## src/hdl/irq_status_pkg.sv

```systemverilog
// Constants shared by the pin event and interrupt status logic.
// Assumes one 50 MHz core clock and a register port fed by the serial engine.
//
// Summary of operation
// - Configured edge on a pin sets its event bit, regardless of mask.
// - Configured edge on an enabled pin sets its interrupt source bit.
// - Writing one to a source bit clears it and its event bit.
// - Writing one to an event bit clears it and its source bit.
// - Interrupt line released high once all source bits are clear.
// - Changing a pin's edge selection clears that pin's event bit.
// - Source registers: high bank at 0x18, low bank at 0x19, eight bits.
// - Event registers: high bank 0x1a, low bank 0x1b; all reset zero.
// - Low bank holds pins 0 to 7, high bank pins 8 to 15.
// - Each pin has a two-bit edge selection field.
package irq_status_pkg;

	localparam int unsigned PIN_COUNT  = 16;
	localparam int unsigned BANK_WIDTH = 8;
	localparam int unsigned SEL_WIDTH  = 2;
	localparam int unsigned ADDR_WIDTH = 8;

	// Register byte addresses
	localparam logic [7:0] IRQ_SOURCE_HIGH_OFS = 8'h18;
	localparam logic [7:0] IRQ_SOURCE_LOW_OFS  = 8'h19;
	localparam logic [7:0] EDGE_EVENT_HIGH_OFS = 8'h1a;
	localparam logic [7:0] EDGE_EVENT_LOW_OFS  = 8'h1b;

	// Reset value of all four status registers
	localparam logic [7:0]  STATUS_RESET   = 8'h00;
	localparam logic [15:0] PIN_VEC_RESET  = 16'h0000;
	localparam logic [31:0] SEL_VEC_RESET  = 32'h0000_0000;

	// Bank bit positions: low bank pins 0..7, high bank pins 8..15
	localparam int unsigned LOW_BANK_LSB  = 0;
	localparam int unsigned HIGH_BANK_LSB = 8;

	// Edges after reset before the pin history holds real samples
	localparam int unsigned SYNC_PRIME_DEPTH = 3;

	// Edge selection codes, one two-bit field per pin
	localparam logic [1:0] EDGE_NONE    = 2'h0;
	localparam logic [1:0] EDGE_RISING  = 2'h1;
	localparam logic [1:0] EDGE_FALLING = 2'h2;
	localparam logic [1:0] EDGE_BOTH    = 2'h3;

	// Register selected by the access port
	typedef enum logic [3:0] {
		SEL_SRC_HIGH = 4'b0001,
		SEL_SRC_LOW  = 4'b0010,
		SEL_EVT_HIGH = 4'b0100,
		SEL_EVT_LOW  = 4'b1000
	} reg_sel_type;

endpackage : irq_status_pkg

```

## src/hdl/pin_edge_detect.sv

```systemverilog
// Pin synchroniser and per-pin edge detector.
// Assumes pins are asynchronous and edge selection comes from core logic.
`timescale 1ns/1ps

module pin_edge_detect
	import irq_status_pkg::*;
(
	input  wire logic                         ref_clk,
	input  wire logic                         resetn,
	input  wire logic [PIN_COUNT-1:0]         pin_in,
	input  wire logic [PIN_COUNT*SEL_WIDTH-1:0] edge_select,
	output logic      [PIN_COUNT-1:0]         edge_hit
);

	logic [PIN_COUNT-1:0] meta_ff;
	logic [PIN_COUNT-1:0] sync_ff;
	logic [PIN_COUNT-1:0] prev_ff;
	logic [PIN_COUNT-1:0] nxt_meta;
	logic [PIN_COUNT-1:0] nxt_sync;
	logic [PIN_COUNT-1:0] nxt_prev;
	logic [SYNC_PRIME_DEPTH-1:0] prime_ff;
	logic [SYNC_PRIME_DEPTH-1:0] nxt_prime;

	////////////////////////////////////////////////////////////////////////
	// Two-stage synchroniser, then one stage of history for edge compare.
	// History resets low, so a pin held high across reset would look like
	// a rising edge; edges are ignored until the history is primed.
	always_comb
	begin
		nxt_meta  = pin_in;
		nxt_sync  = meta_ff;
		nxt_prev  = sync_ff;
		nxt_prime = {prime_ff[SYNC_PRIME_DEPTH-2:0], 1'b1};
	end

	always_ff @(posedge ref_clk or negedge resetn)
	begin
		if (!resetn)
		begin
			meta_ff <= PIN_VEC_RESET;
			sync_ff <= PIN_VEC_RESET;
			prev_ff <= PIN_VEC_RESET;
			prime_ff <= {SYNC_PRIME_DEPTH{1'b0}};
		end
		else
		begin
			meta_ff <= nxt_meta;
			sync_ff <= nxt_sync;
			prev_ff <= nxt_prev;
			prime_ff <= nxt_prime;
		end
	end

	////////////////////////////////////////////////////////////////////////
	// Edge match against each pin's own selection field
	always_comb
	begin
		for (int i = 0; i < PIN_COUNT; i++)
		begin
			unique case (edge_select[i*SEL_WIDTH +: SEL_WIDTH])
				EDGE_NONE:    edge_hit[i] = 1'b0;
				EDGE_RISING:  edge_hit[i] = sync_ff[i] & ~prev_ff[i];
				EDGE_FALLING: edge_hit[i] = ~sync_ff[i] & prev_ff[i];
				EDGE_BOTH:    edge_hit[i] = sync_ff[i] ^ prev_ff[i];
			endcase
			edge_hit[i] = edge_hit[i] & prime_ff[SYNC_PRIME_DEPTH-1];
		end
	end

endmodule : pin_edge_detect

```

## src/hdl/select_change_detect.sv

```systemverilog
// Flags pins whose edge selection field changed since the last clock.
// Assumes edge selection is held in core-clock registers elsewhere.
`timescale 1ns/1ps

module select_change_detect
	import irq_status_pkg::*;
(
	input  wire logic                           ref_clk,
	input  wire logic                           resetn,
	input  wire logic [PIN_COUNT*SEL_WIDTH-1:0] edge_select,
	output logic      [PIN_COUNT-1:0]           select_changed
);

	logic [PIN_COUNT*SEL_WIDTH-1:0] last_sel_ff;
	logic [PIN_COUNT*SEL_WIDTH-1:0] nxt_last_sel;

	////////////////////////////////////////////////////////////////////////
	// Keep last selection; reset value matches the selection reset value
	always_comb
	begin
		nxt_last_sel = edge_select;
	end

	always_ff @(posedge ref_clk or negedge resetn)
	begin
		if (!resetn)
			last_sel_ff <= SEL_VEC_RESET;
		else
			last_sel_ff <= nxt_last_sel;
	end

	// Any bit of a pin's field differing counts as a change
	always_comb
	begin
		for (int i = 0; i < PIN_COUNT; i++)
			select_changed[i] = |(edge_select[i*SEL_WIDTH +: SEL_WIDTH]
				^ last_sel_ff[i*SEL_WIDTH +: SEL_WIDTH]);
	end

endmodule : select_change_detect

```

## src/hdl/gpio_event_interrupt_status.sv

```systemverilog
// Event capture and interrupt status for a sixteen-pin expander.
// Assumes the serial engine presents byte-wide single-cycle register
// accesses, and the edge selection and enable mask registers live outside.
`timescale 1ns/1ps

module gpio_event_interrupt_status
	import irq_status_pkg::*;
(
	input  wire logic                           ref_clk,
	input  wire logic                           resetn,
	input  wire logic [PIN_COUNT-1:0]           pin_in,
	input  wire logic [PIN_COUNT*SEL_WIDTH-1:0] edge_select_reg,
	input  wire logic [PIN_COUNT-1:0]           irq_enable_mask_reg,
	input  wire logic [ADDR_WIDTH-1:0]          reg_addr,
	input  wire logic                           reg_wr,
	input  wire logic [BANK_WIDTH-1:0]          reg_wdata,
	input  wire logic                           reg_rd,
	output logic      [BANK_WIDTH-1:0]          reg_rdata,
	output logic                                reg_rvalid,
	output logic                                irq_out_n_o,
	output logic                                irq_out_n_oe
);

	////////////////////////////////////////////////////////////////////////
	// Helper functions

	// Decode a byte address onto a one-hot register select
	function automatic reg_sel_type decode_addr(
		input logic [ADDR_WIDTH-1:0] addr
	);
		reg_sel_type sel;
		sel = SEL_SRC_HIGH;
		unique case (addr)
			IRQ_SOURCE_HIGH_OFS: sel = SEL_SRC_HIGH;
			IRQ_SOURCE_LOW_OFS:  sel = SEL_SRC_LOW;
			EDGE_EVENT_HIGH_OFS: sel = SEL_EVT_HIGH;
			EDGE_EVENT_LOW_OFS:  sel = SEL_EVT_LOW;
			default:             sel = SEL_SRC_HIGH;
		endcase
		return sel;
	endfunction : decode_addr

	// True when the address hits one of the four status registers
	function automatic logic addr_mapped(
		input logic [ADDR_WIDTH-1:0] addr
	);
		return (addr == IRQ_SOURCE_HIGH_OFS) ||
			(addr == IRQ_SOURCE_LOW_OFS) ||
			(addr == EDGE_EVENT_HIGH_OFS) ||
			(addr == EDGE_EVENT_LOW_OFS);
	endfunction : addr_mapped

	// Place a bank-wide byte onto the sixteen-pin vector
	function automatic logic [PIN_COUNT-1:0] to_pins(
		input logic [BANK_WIDTH-1:0] data,
		input logic                  high_bank
	);
		logic [PIN_COUNT-1:0] v;
		v = PIN_VEC_RESET;
		if (high_bank)
			v[HIGH_BANK_LSB +: BANK_WIDTH] = data;
		else
			v[LOW_BANK_LSB +: BANK_WIDTH] = data;
		return v;
	endfunction : to_pins

	// Sticky bit update in which a new event outranks a clear
	function automatic logic [PIN_COUNT-1:0] sticky(
		input logic [PIN_COUNT-1:0] cur,
		input logic [PIN_COUNT-1:0] set,
		input logic [PIN_COUNT-1:0] clr
	);
		return set | (cur & ~clr);
	endfunction : sticky

	////////////////////////////////////////////////////////////////////////
	// Pin edges and edge selection changes

	logic [PIN_COUNT-1:0] edge_hit;
	logic [PIN_COUNT-1:0] select_changed;

	// Synchronised edge match per pin
	pin_edge_detect u_pin_edge_detect (
		.ref_clk     (ref_clk),
		.resetn      (resetn),
		.pin_in      (pin_in),
		.edge_select (edge_select_reg),
		.edge_hit    (edge_hit)
	);

	// Software writes to the selection field show up here
	select_change_detect u_select_change_detect (
		.ref_clk        (ref_clk),
		.resetn         (resetn),
		.edge_select    (edge_select_reg),
		.select_changed (select_changed)
	);

	////////////////////////////////////////////////////////////////////////
	// Write decode into per-pin clear strobes

	reg_sel_type          wr_sel;
	logic                 wr_hit;
	logic [PIN_COUNT-1:0] w1c_source;
	logic [PIN_COUNT-1:0] w1c_event;

	// Writes to unmapped addresses are dropped without effect
	always_comb
	begin
		wr_sel     = decode_addr(reg_addr);
		wr_hit     = reg_wr && addr_mapped(reg_addr);
		w1c_source = PIN_VEC_RESET;
		w1c_event  = PIN_VEC_RESET;
		if (wr_hit)
		begin
			unique case (wr_sel)
				SEL_SRC_HIGH: w1c_source = to_pins(reg_wdata, 1'b1);
				SEL_SRC_LOW:  w1c_source = to_pins(reg_wdata, 1'b0);
				SEL_EVT_HIGH: w1c_event  = to_pins(reg_wdata, 1'b1);
				SEL_EVT_LOW:  w1c_event  = to_pins(reg_wdata, 1'b0);
			endcase
		end
	end

	////////////////////////////////////////////////////////////////////////
	// Status bits: event and interrupt source, both banks

	logic [PIN_COUNT-1:0] event_ff;
	logic [PIN_COUNT-1:0] source_ff;
	logic [PIN_COUNT-1:0] nxt_event;
	logic [PIN_COUNT-1:0] nxt_source;
	logic [PIN_COUNT-1:0] set_event;
	logic [PIN_COUNT-1:0] set_source;
	logic [PIN_COUNT-1:0] clr_event;
	logic [PIN_COUNT-1:0] clr_source;

	// Clearing either register of a pin clears both bits of that pin, so
	// software sees a source flag without its event flag only after a selection change. A selection
	// change wipes only the event bit; a pending interrupt stays pending.
	always_comb
	begin
		set_event  = edge_hit;
		set_source = edge_hit & irq_enable_mask_reg;
		clr_source = w1c_source | w1c_event;
		clr_event  = w1c_source | w1c_event | select_changed;
		nxt_event  = sticky(event_ff, set_event, clr_event);
		nxt_source = sticky(source_ff, set_source, clr_source);
	end

	// Both registers come up clear
	always_ff @(posedge ref_clk or negedge resetn)
	begin
		if (!resetn)
		begin
			event_ff  <= PIN_VEC_RESET;
			source_ff <= PIN_VEC_RESET;
		end
		else
		begin
			event_ff  <= nxt_event;
			source_ff <= nxt_source;
		end
	end

	////////////////////////////////////////////////////////////////////////
	// Open-drain interrupt line

	logic irq_oe_ff;
	logic nxt_irq_oe;

	// Built from next state so the line follows the source bits with no
	// extra cycle of lag; still leaves the block straight from a flop.
	always_comb
	begin
		nxt_irq_oe = |nxt_source;
	end

	always_ff @(posedge ref_clk or negedge resetn)
	begin
		if (!resetn)
			irq_oe_ff <= 1'b0;
		else
			irq_oe_ff <= nxt_irq_oe;
	end

	// Open drain: the driven level is always low, only enable moves
	logic irq_level_ff;

	always_ff @(posedge ref_clk or negedge resetn)
	begin
		if (!resetn)
			irq_level_ff <= 1'b0;
		else
			irq_level_ff <= 1'b0;
	end

	assign irq_out_n_o  = irq_level_ff;
	assign irq_out_n_oe = irq_oe_ff;

	////////////////////////////////////////////////////////////////////////
	// Read path

	logic [BANK_WIDTH-1:0] rdata_ff;
	logic                  rvalid_ff;
	logic [BANK_WIDTH-1:0] nxt_rdata;
	logic                  nxt_rvalid;
	reg_sel_type           rd_sel;

	// Registered answer one cycle after the strobe; unmapped reads give
	// zero. Reads have no side effect, and the value shown is the one held
	// before any write in the same cycle takes effect.
	always_comb
	begin
		rd_sel     = decode_addr(reg_addr);
		nxt_rvalid = reg_rd;
		nxt_rdata  = STATUS_RESET;
		if (reg_rd && addr_mapped(reg_addr))
		begin
			unique case (rd_sel)
				SEL_SRC_HIGH:
					nxt_rdata = source_ff[HIGH_BANK_LSB +: BANK_WIDTH];
				SEL_SRC_LOW:
					nxt_rdata = source_ff[LOW_BANK_LSB +: BANK_WIDTH];
				SEL_EVT_HIGH:
					nxt_rdata = event_ff[HIGH_BANK_LSB +: BANK_WIDTH];
				SEL_EVT_LOW:
					nxt_rdata = event_ff[LOW_BANK_LSB +: BANK_WIDTH];
			endcase
		end
	end

	always_ff @(posedge ref_clk or negedge resetn)
	begin
		if (!resetn)
		begin
			rdata_ff  <= STATUS_RESET;
			rvalid_ff <= 1'b0;
		end
		else
		begin
			rdata_ff  <= nxt_rdata;
			rvalid_ff <= nxt_rvalid;
		end
	end

	assign reg_rdata  = rdata_ff;
	assign reg_rvalid = rvalid_ff;

endmodule : gpio_event_interrupt_status

```

## config.mk

```make
export PLATFORM = sky130hd
export DESIGN_NAME = gpio_event_interrupt_status
export DESIGN_NICKNAME = d
export VERILOG_FILES = /design/src/hdl/irq_status_pkg.sv /design/src/hdl/pin_edge_detect.sv /design/src/hdl/select_change_detect.sv /design/src/hdl/gpio_event_interrupt_status.sv
export SDC_FILE = /design/constraint.sdc
export NUM_CORES = 1
export LEC_CHECK = 0
export ABC_AREA = 1
export BUFFER_PORTS_ARGS = -buffer_cell sky130_fd_sc_hd__clkbuf_2
export CAP_MARGIN = 20
export CORE_AREA = 2 2 156 158
export CTS_CLUSTER_SIZE = 14
export DETAILED_ROUTE_END_ITERATION = 8
export DIE_AREA = 0 0 158 160
export PLACE_DENSITY = 0.51
export REMOVE_ABC_BUFFERS = 1
export SLEW_MARGIN = 10
export SYNTH_ARGS = -nofsm -noshare
export SYNTH_HDL_FRONTEND = slang
export SYNTH_HIERARCHICAL = 1
export SYNTH_SLANG_ARGS = --single-unit
```

## constraint.sdc

```tcl
create_clock -name ref_clk -period 1.9 [get_ports ref_clk]
set_input_delay 0.19 -clock ref_clk [delete_from_list [all_inputs] [get_ports ref_clk]]
set_output_delay 0.19 -clock ref_clk [all_outputs]
set_load 0.02 [all_outputs]
```

==> results.toml, run 1 <==
[routing]
antenna_left = 0
firstDrtPassIters = 4
drt_iter0_markers = 211
remaining_drc_errors = 0
finalWirelength_um = 13800
via_count = 4406
wl_per_cell_um = 11.9
avgViaCountPerCell = 3.79

[sta]
max_freq_mhz = 634
finClkSkew_ps = 9.70
rsz0062_at_grt = "false"
final.setup.tns_ps = 0
timing.final.hold_violations = 0
finalCriticalPeriod_ps = 1580
setup_violations = 0
post-route-period-util = 0.830
slew_viol_final = 0

[clocking]
cts_buffers = 17
clk_pin_slew_ps = 60
cts_tree = "done"
cts_root_buffer = "clkbuf_16"
post_cts_buffers = 0
cts.path.max_buffers = 2
clock-sinks = 125
insertion_delay_ps = 420
ctsResizeCount = 0
cts_hold_buf = 52
h-tree-depth = 4

[synth]
yosys-top-cells-area = "dfrtp_1, nand2_1, inv_1, ha_1, nor2_1"
yosys.area.top_type = "dfrtp_1"
ys_ff_latch = 125
yosysTopAreaCellShare = 0.538
ys_seq_area_frac = 0.538
synth.avg_cell_area_sq_um = 8.79
yosysWarnings = 6
synth.distinct_cells = 28
syn-instance-count = 661
syn_area_sq_um = 5810

[min_path]
min_from = "irq_enable_mask_reg[15]"
whs_path_depth = 3
hold_path.class = "primary input to flip-flop"
hold_end = "source_ff[15]"

[final_layout]
drive_above_1_share = 0.211
layout.nets = 943
num_antenna_cells = 0
final_cell_mix = "nand2_1, inv_1, dfrtp_1"
final_area_sq_um = 7850
area_growth_syn_to_layout_pct = 35.2
final_common_cell = "nand2_1"

[power_and_ir_drop]
p_per_area_nw_per_um2 = 885
ir_drop_mv = 0.518
finalPower_uw = 6950
comb_power_share = 0.097
p_sw_uw = 1740
pwr-share-clk = 0.489
netSwitchingFraction = 0.251
internal-power_uw = 5200
leakage_uw = 0.00426
seqPwrFrac = 0.414

[worst_setup_path]
reg2reg_from = "u_pin_edge_detect/nxt_prev[4]"
start_kind = "flip-flop"
setup.worst_path.end_class = "flip-flop"
r2r_slack_ps = 320
crit_fanout = 3
worstPathArrival_ps = 1890
reg2reg_depth = 12
r2r-end = "irq_out_n_oe"
required_ps = 2210
crit_type = "flip-flop to flip-flop"

[status]
status = "finished clean"

[global_routing]
track_usage = 0.119
grt_max_degree = 43
grt_first_pass_wirelength_um = 23000
grt_pass1_vias = 4488
overflow = 0
antenna_found_initial = 0

[die]
core-area_sq_um = 23800
dieArea_sq_um = 25300
ios = 95
start_util = 0.244
die_w_um = 158
fp.dieH_um = 160
rows = 57

[job]
maxCapViolations = 0

[placed_design]
dp.final_hpwl_um = 10300
gp_congestion = 0.758
placed_cell_area_sq_um = 6720
io_buffer_count = 93
==> final cells by class <==
cell class | instances | area, sq um
timing repair buffer | 154 | 1090
clock buffer | 18 | 429
multi-input combinational | 393 | 2100
fill | 2546 | 16000
tap | 324 | 405
inverter | 136 | 510
clock inverter | 14 | 185
sequential | 125 | 3130
==> critical path, cell delays in order (launching register included) <==
cell,delay [ps]
dfrtp_1,410
ha_1,290
inv_1,40
nand2_1,40
nand2_1,50
nor2_1,110
nor2_2,50
nand2_1,60
nand2_1,70
nor2_1,130
nand2_1,80
nor2_1,80
nand2_1,60
==> layer usage <==
| layer | track usage | share of wire | wire length (um) | vias to the layer above |
|---|---|---|---|---|
| met1 | 0.154 | 0.48 | 6620 | 1991 |
| met5 | 0 | 0 | 0 | - |
| met3 | 0.0353 | 0.044 | 605 | 18 |
| li1 | - | - | - | 2309 |
| met4 | 0.0360 | 0.014 | 193 | 0 |
| met2 | 0.193 | 0.46 | 6400 | 88 |
==> power by group through the flow <==
stage	Clock [uW]	Combinational [uW]	Sequential [uW]
floorplan	0	304	2910
global placement	0	593	2920
detailed placement	0	601	2920
CTS	3520	692	2870
global route	3640	788	2890
finish	3400	674	2870
==> cells in the mapped netlist, drive strengths merged <==
master	instances
a31o	14
ha	32
clkinv	1
o21ai	2
o21bai	1
buf	6
a41oi	5
nand3	2
clkbuf	1
a31oi	1
nand4	16
dfrtp	125
nand2	229
conb	2
xnor2	16
nor2	66
a21oi	5
a21o	2
inv	135
==> cells by family (layout without fill, tap and decap cells) <==
kind of cell	count (synthesis)	in the layout	synth area share
adders and majority gates	32	32	0.0689
other	2	2	0.00129
and+or+nand+nor	313	313	0.228
AOI/OAI and AO/OA	30	30	0.0396
buffers and inverters	143	322	0.0999
xor gates and xnor gates	16	16	0.0241
DFF	125	125	0.538
==> through the flow <==
stage | std cells | hold slack [ps] | util | worst slack, ps
final | 1164 | 27.9 | 0.330 | 323
after global routing | 1164 | 15.5 | 0.330 | 97.1
after CTS | 1164 | 3.61 | 0.330 | 318
after detailed placement | 1080 | 186 | 0.282 | 326
after global placement | 1080 | 185 | 0.282 | 306
after floorplan | 654 | -106 | - | 516
==> registers in the layout, indices dropped and copies added (netlist names) <==
| signal | count |
|---|---|
| event_ff | 16 |
| irq_out_n_oe | 1 |
| reg_rdata | 8 |
| reg_rvalid | 1 |
| source_ff | 16 |
| u_pin_edge_detect/meta_ff | 16 |
| u_pin_edge_detect/nxt_prev | 16 |
| u_pin_edge_detect/prev_ff | 16 |
| u_pin_edge_detect/prime_ff | 3 |
| u_select_change_detect/last_sel_ff | 32 |
==> worst max path at each step <==
stage                    to  slack [ps]  depth (start not counted)                           from
4_1_cts        irq_out_n_oe         320                         12  u_pin_edge_detect/nxt_prev[4]
2_1_floorplan  irq_out_n_oe         520                         12  u_pin_edge_detect/nxt_prev[2]
5_1_grt        irq_out_n_oe         100                         12  u_pin_edge_detect/nxt_prev[4]
3_5_place_dp   irq_out_n_oe         330                         12                    reg_addr[2]
6_report       irq_out_n_oe         320                         12  u_pin_edge_detect/nxt_prev[4]
3_3_place_gp   irq_out_n_oe         310                         12                    reg_addr[2]
(Power assumes the default switching activity.)
==> run 2, diff against run 1 <==
ABC_AREA = 0   (was 1)
CORE_AREA = 2 2 151 153   (was 2 2 156 158)
DIE_AREA = 0 0 153 155   (was 0 0 158 160)
PLACE_DENSITY = 0.53   (was 0.51)
clock period = 1.3 ns   (was 1.9 ns; I/O delays follow)
==> run 2 against run 1 <==
Net effect:
- the run now ends with hold timing, setup timing left
- sequential power grew 46%
- synthesized cell count shrank 34%
- final cell count shrank 16%
- cell area grew 8.4%
- power grew 52%
- critical path depth shrank 3
- register-to-register slack lost 1200 ps
- clock skew shrank 0.61 ps
- sequential share of layout area shrank 3.1 points
- core utilization grew 5.3 points
- worst setup slack lost 1200 ps
- critical path type unchanged
- largest cell class unchanged
- highest routed layer unchanged
==> results.toml, run 2 <==
[final_layout]
drive_above_1_share = 0.426
final_core_util = 0.383
layout.nets = 793
largest_register_ff_count = 32
regMostFlops = "u_select_change_detect/last_sel_ff"
final_common_cell = "dfrtp_1"
area_growth_syn_to_layout_pct = 56.0
final_cell_mix = "dfrtp_1, clkbuf_2, buf_4"

[synth]
async_flop_share = 1.00
ys_ff_latch = 125
synth.avg_cell_area_sq_um = 12.5
yosysTopAreaCellShare = 0.573
syn_area_sq_um = 5460
synth_edf_count = 0
yosysWarnings = 6
ys_seq_area_frac = 0.573
synth-main-ff-cell = "dfrtp_1"
yosysMostFrequentCell = "dfrtp_1"
synth_top_cells_by_count = "dfrtp_1, inv_1, nand2b_1"
synth.distinct_cells = 43
syn-instance-count = 437
yosys-top-cells-area = "dfrtp_1, ha_1, xnor2_1, nand2b_1, inv_1"
yosys.area.top_type = "dfrtp_1"

[clocking]
cts_tree = "done"
cts_root_buffer = "clkbuf_16"
h-tree-depth = 4
insertion_delay_ps = 420
clk_pin_slew_ps = 60
cts.path.max_buffers = 2
clock-sinks = 125
cts_buffers = 17

[routing]
wl_per_cell_um = 15.5
wl_met2_um = 7690
wl_met1_um = 6460
firstDrtPassIters = 4
antenna_left = 0
finalWirelength_um = 15100
remaining_drc_errors = 0
avgViaCountPerCell = 4.22
drt_iter0_markers = 193
via_count = 4124
highest_layer = "met4"
wl_met3_um = 619

[die]
ios = 95
die_w_um = 153
dieArea_sq_um = 23700
rows = 55
fp.dieH_um = 155
start_util = 0.246
core-area_sq_um = 22200

[global_routing]
overflow = 0
grt_first_pass_wirelength_um = 23900
grt_pass1_vias = 4567
antenna_found_initial = 1
grt_max_degree = 29
track_usage = 0.131

[status]
violations = "hold timing, setup timing"
status = "finished with violations"

[worst_setup_path]
crit_fanout = 2
reg2reg_depth = 9
crit_type = "flip-flop to flip-flop"
start_kind = "flip-flop"
setup.worst_path.end_class = "flip-flop"
required_ps = 1590
worstPathArrival_ps = 2470

[sta]
finalCriticalPeriod_ps = 2170
finClkSkew_ps = 9.09
worst_slew_pin_slew_ps = 504
slew_viol_final = 0
post-route-period-util = 1.67
setup_slack_ps = -874
max_freq_mhz = 460
timing.final.hold_violations = 1
rsz0062_at_grt = "true"
relSlewSlack = 0.655
whs_ps = -3.40
setup_violations = 27

[power_and_ir_drop]
leakage_uw = 0.00400
internal-power_uw = 8060
finalPower_uw = 10600
ir_drop_mv = 0.715
pwr-share-clk = 0.479
p_per_area_nw_per_um2 = 1240
comb_power_share = 0.124
p_sw_uw = 2510
seqPwrFrac = 0.398
netSwitchingFraction = 0.237

[placed_design]
io_buffer_count = 93
gp_congestion = 0.790
dp.final_hpwl_um = 11000
pre_cts_slack_ps = -962

[min_path]
whs_path_depth = 2
hold_path.class = "primary input to flip-flop"

[job]
maxCapViolations = 0
## run 2: logic make-up after synthesis
family | Yosys count | synth area share
XOR/XNOR | 32 | 0.0514
multiplexers | 8 | 0.0147
flip-flops | 125 | 0.573
AND/OR/NAND/NOR | 104 | 0.109
AO/OA/AOI/OAI | 77 | 0.133
buffers and inverters | 57 | 0.0433
other | 2 | 0.00138
adder cells (fa/ha/maj) | 32 | 0.0734
## run 2: power by group through the flow
| stage | registers [uW] | logic (uW) | clock network [uW] |
|---|---|---|---|
| after global placement | 4260 | 945 | 0 |
| after global routing | 4220 | 1430 | 5360 |
| final | 4200 | 1310 | 5060 |
| after floorplan | 4240 | 424 | 0 |
| after CTS | 4200 | 1270 | 5200 |
| after detailed placement | 4270 | 981 | 0 |
## run 2: stage by stage
step                      hold slack, ps  instance area [sq um]  cells  TNS, ps
after CTS                         0.0949                   8390    973    -3350
final                              -3.40                   8510    977    -3070
after detailed placement             102                   6890    885    -8840
after floorplan                     -166                   5410    429    -1230
after global placement               104                   6890    885    -7840
after global routing                4.56                   8510    976    -4900
## run 2: critical path: stages (launching register included)
cell and delay, ps:
dfrtp_1 360, inv_1 50, ha_1 280, nand2b_4 120
a311oi_2 100, and2_4 160, a2111o_1 310, a2111oi_2 340
nor4b_2 240, nand4b_1 110
## run 2: area by class of cell
| cell class | instances | area [sq um] |
|---|---|---|
| clock buffers | 19 | 443 |
| diodes | 2 | 5.00 |
| fillers | 2179 | 13700 |
| multi-input cells | 255 | 2510 |
| flip-flops and latches | 125 | 3130 |
| well taps | 285 | 357 |
| clock inverters | 13 | 189 |
| inverters | 49 | 186 |
| repair buffers | 229 | 1690 |
## run 2: path summary, 6_finish.rpt
kind,start,end,slack [ps]
hold reg to reg,u_pin_edge_detect/meta_ff[4],u_pin_edge_detect/nxt_prev[4],350
setup / recovery,u_pin_edge_detect/prev_ff[10],irq_out_n_oe,-870
min in group asynchronous,resetn,u_pin_edge_detect/meta_ff[14],200
max in group asynchronous,resetn,u_select_change_detect/last_sel_ff[6],580
hold / removal,irq_enable_mask_reg[2],source_ff[2],-3
setup reg to reg,u_pin_edge_detect/prev_ff[10],irq_out_n_oe,-870
## run 2: what timing repair did
action	4_1_cts	5_1_grt
setup buffers	6	4
endpoints found under the setup margin	35	36
hold endpoints to repair	100	0
pin swaps	32	16
gates resized for setup	45	19
cloned	0	0
hold buffers	50	0
## run 2: routing by layer
layer | track usage | vias to the layer above
met4 | 0.0507 | 0
met5 | 0 | -
met1 | 0.155 | 2048
li1 | - | 1990
met2 | 0.227 | 71
met3 | 0.0343 | 15
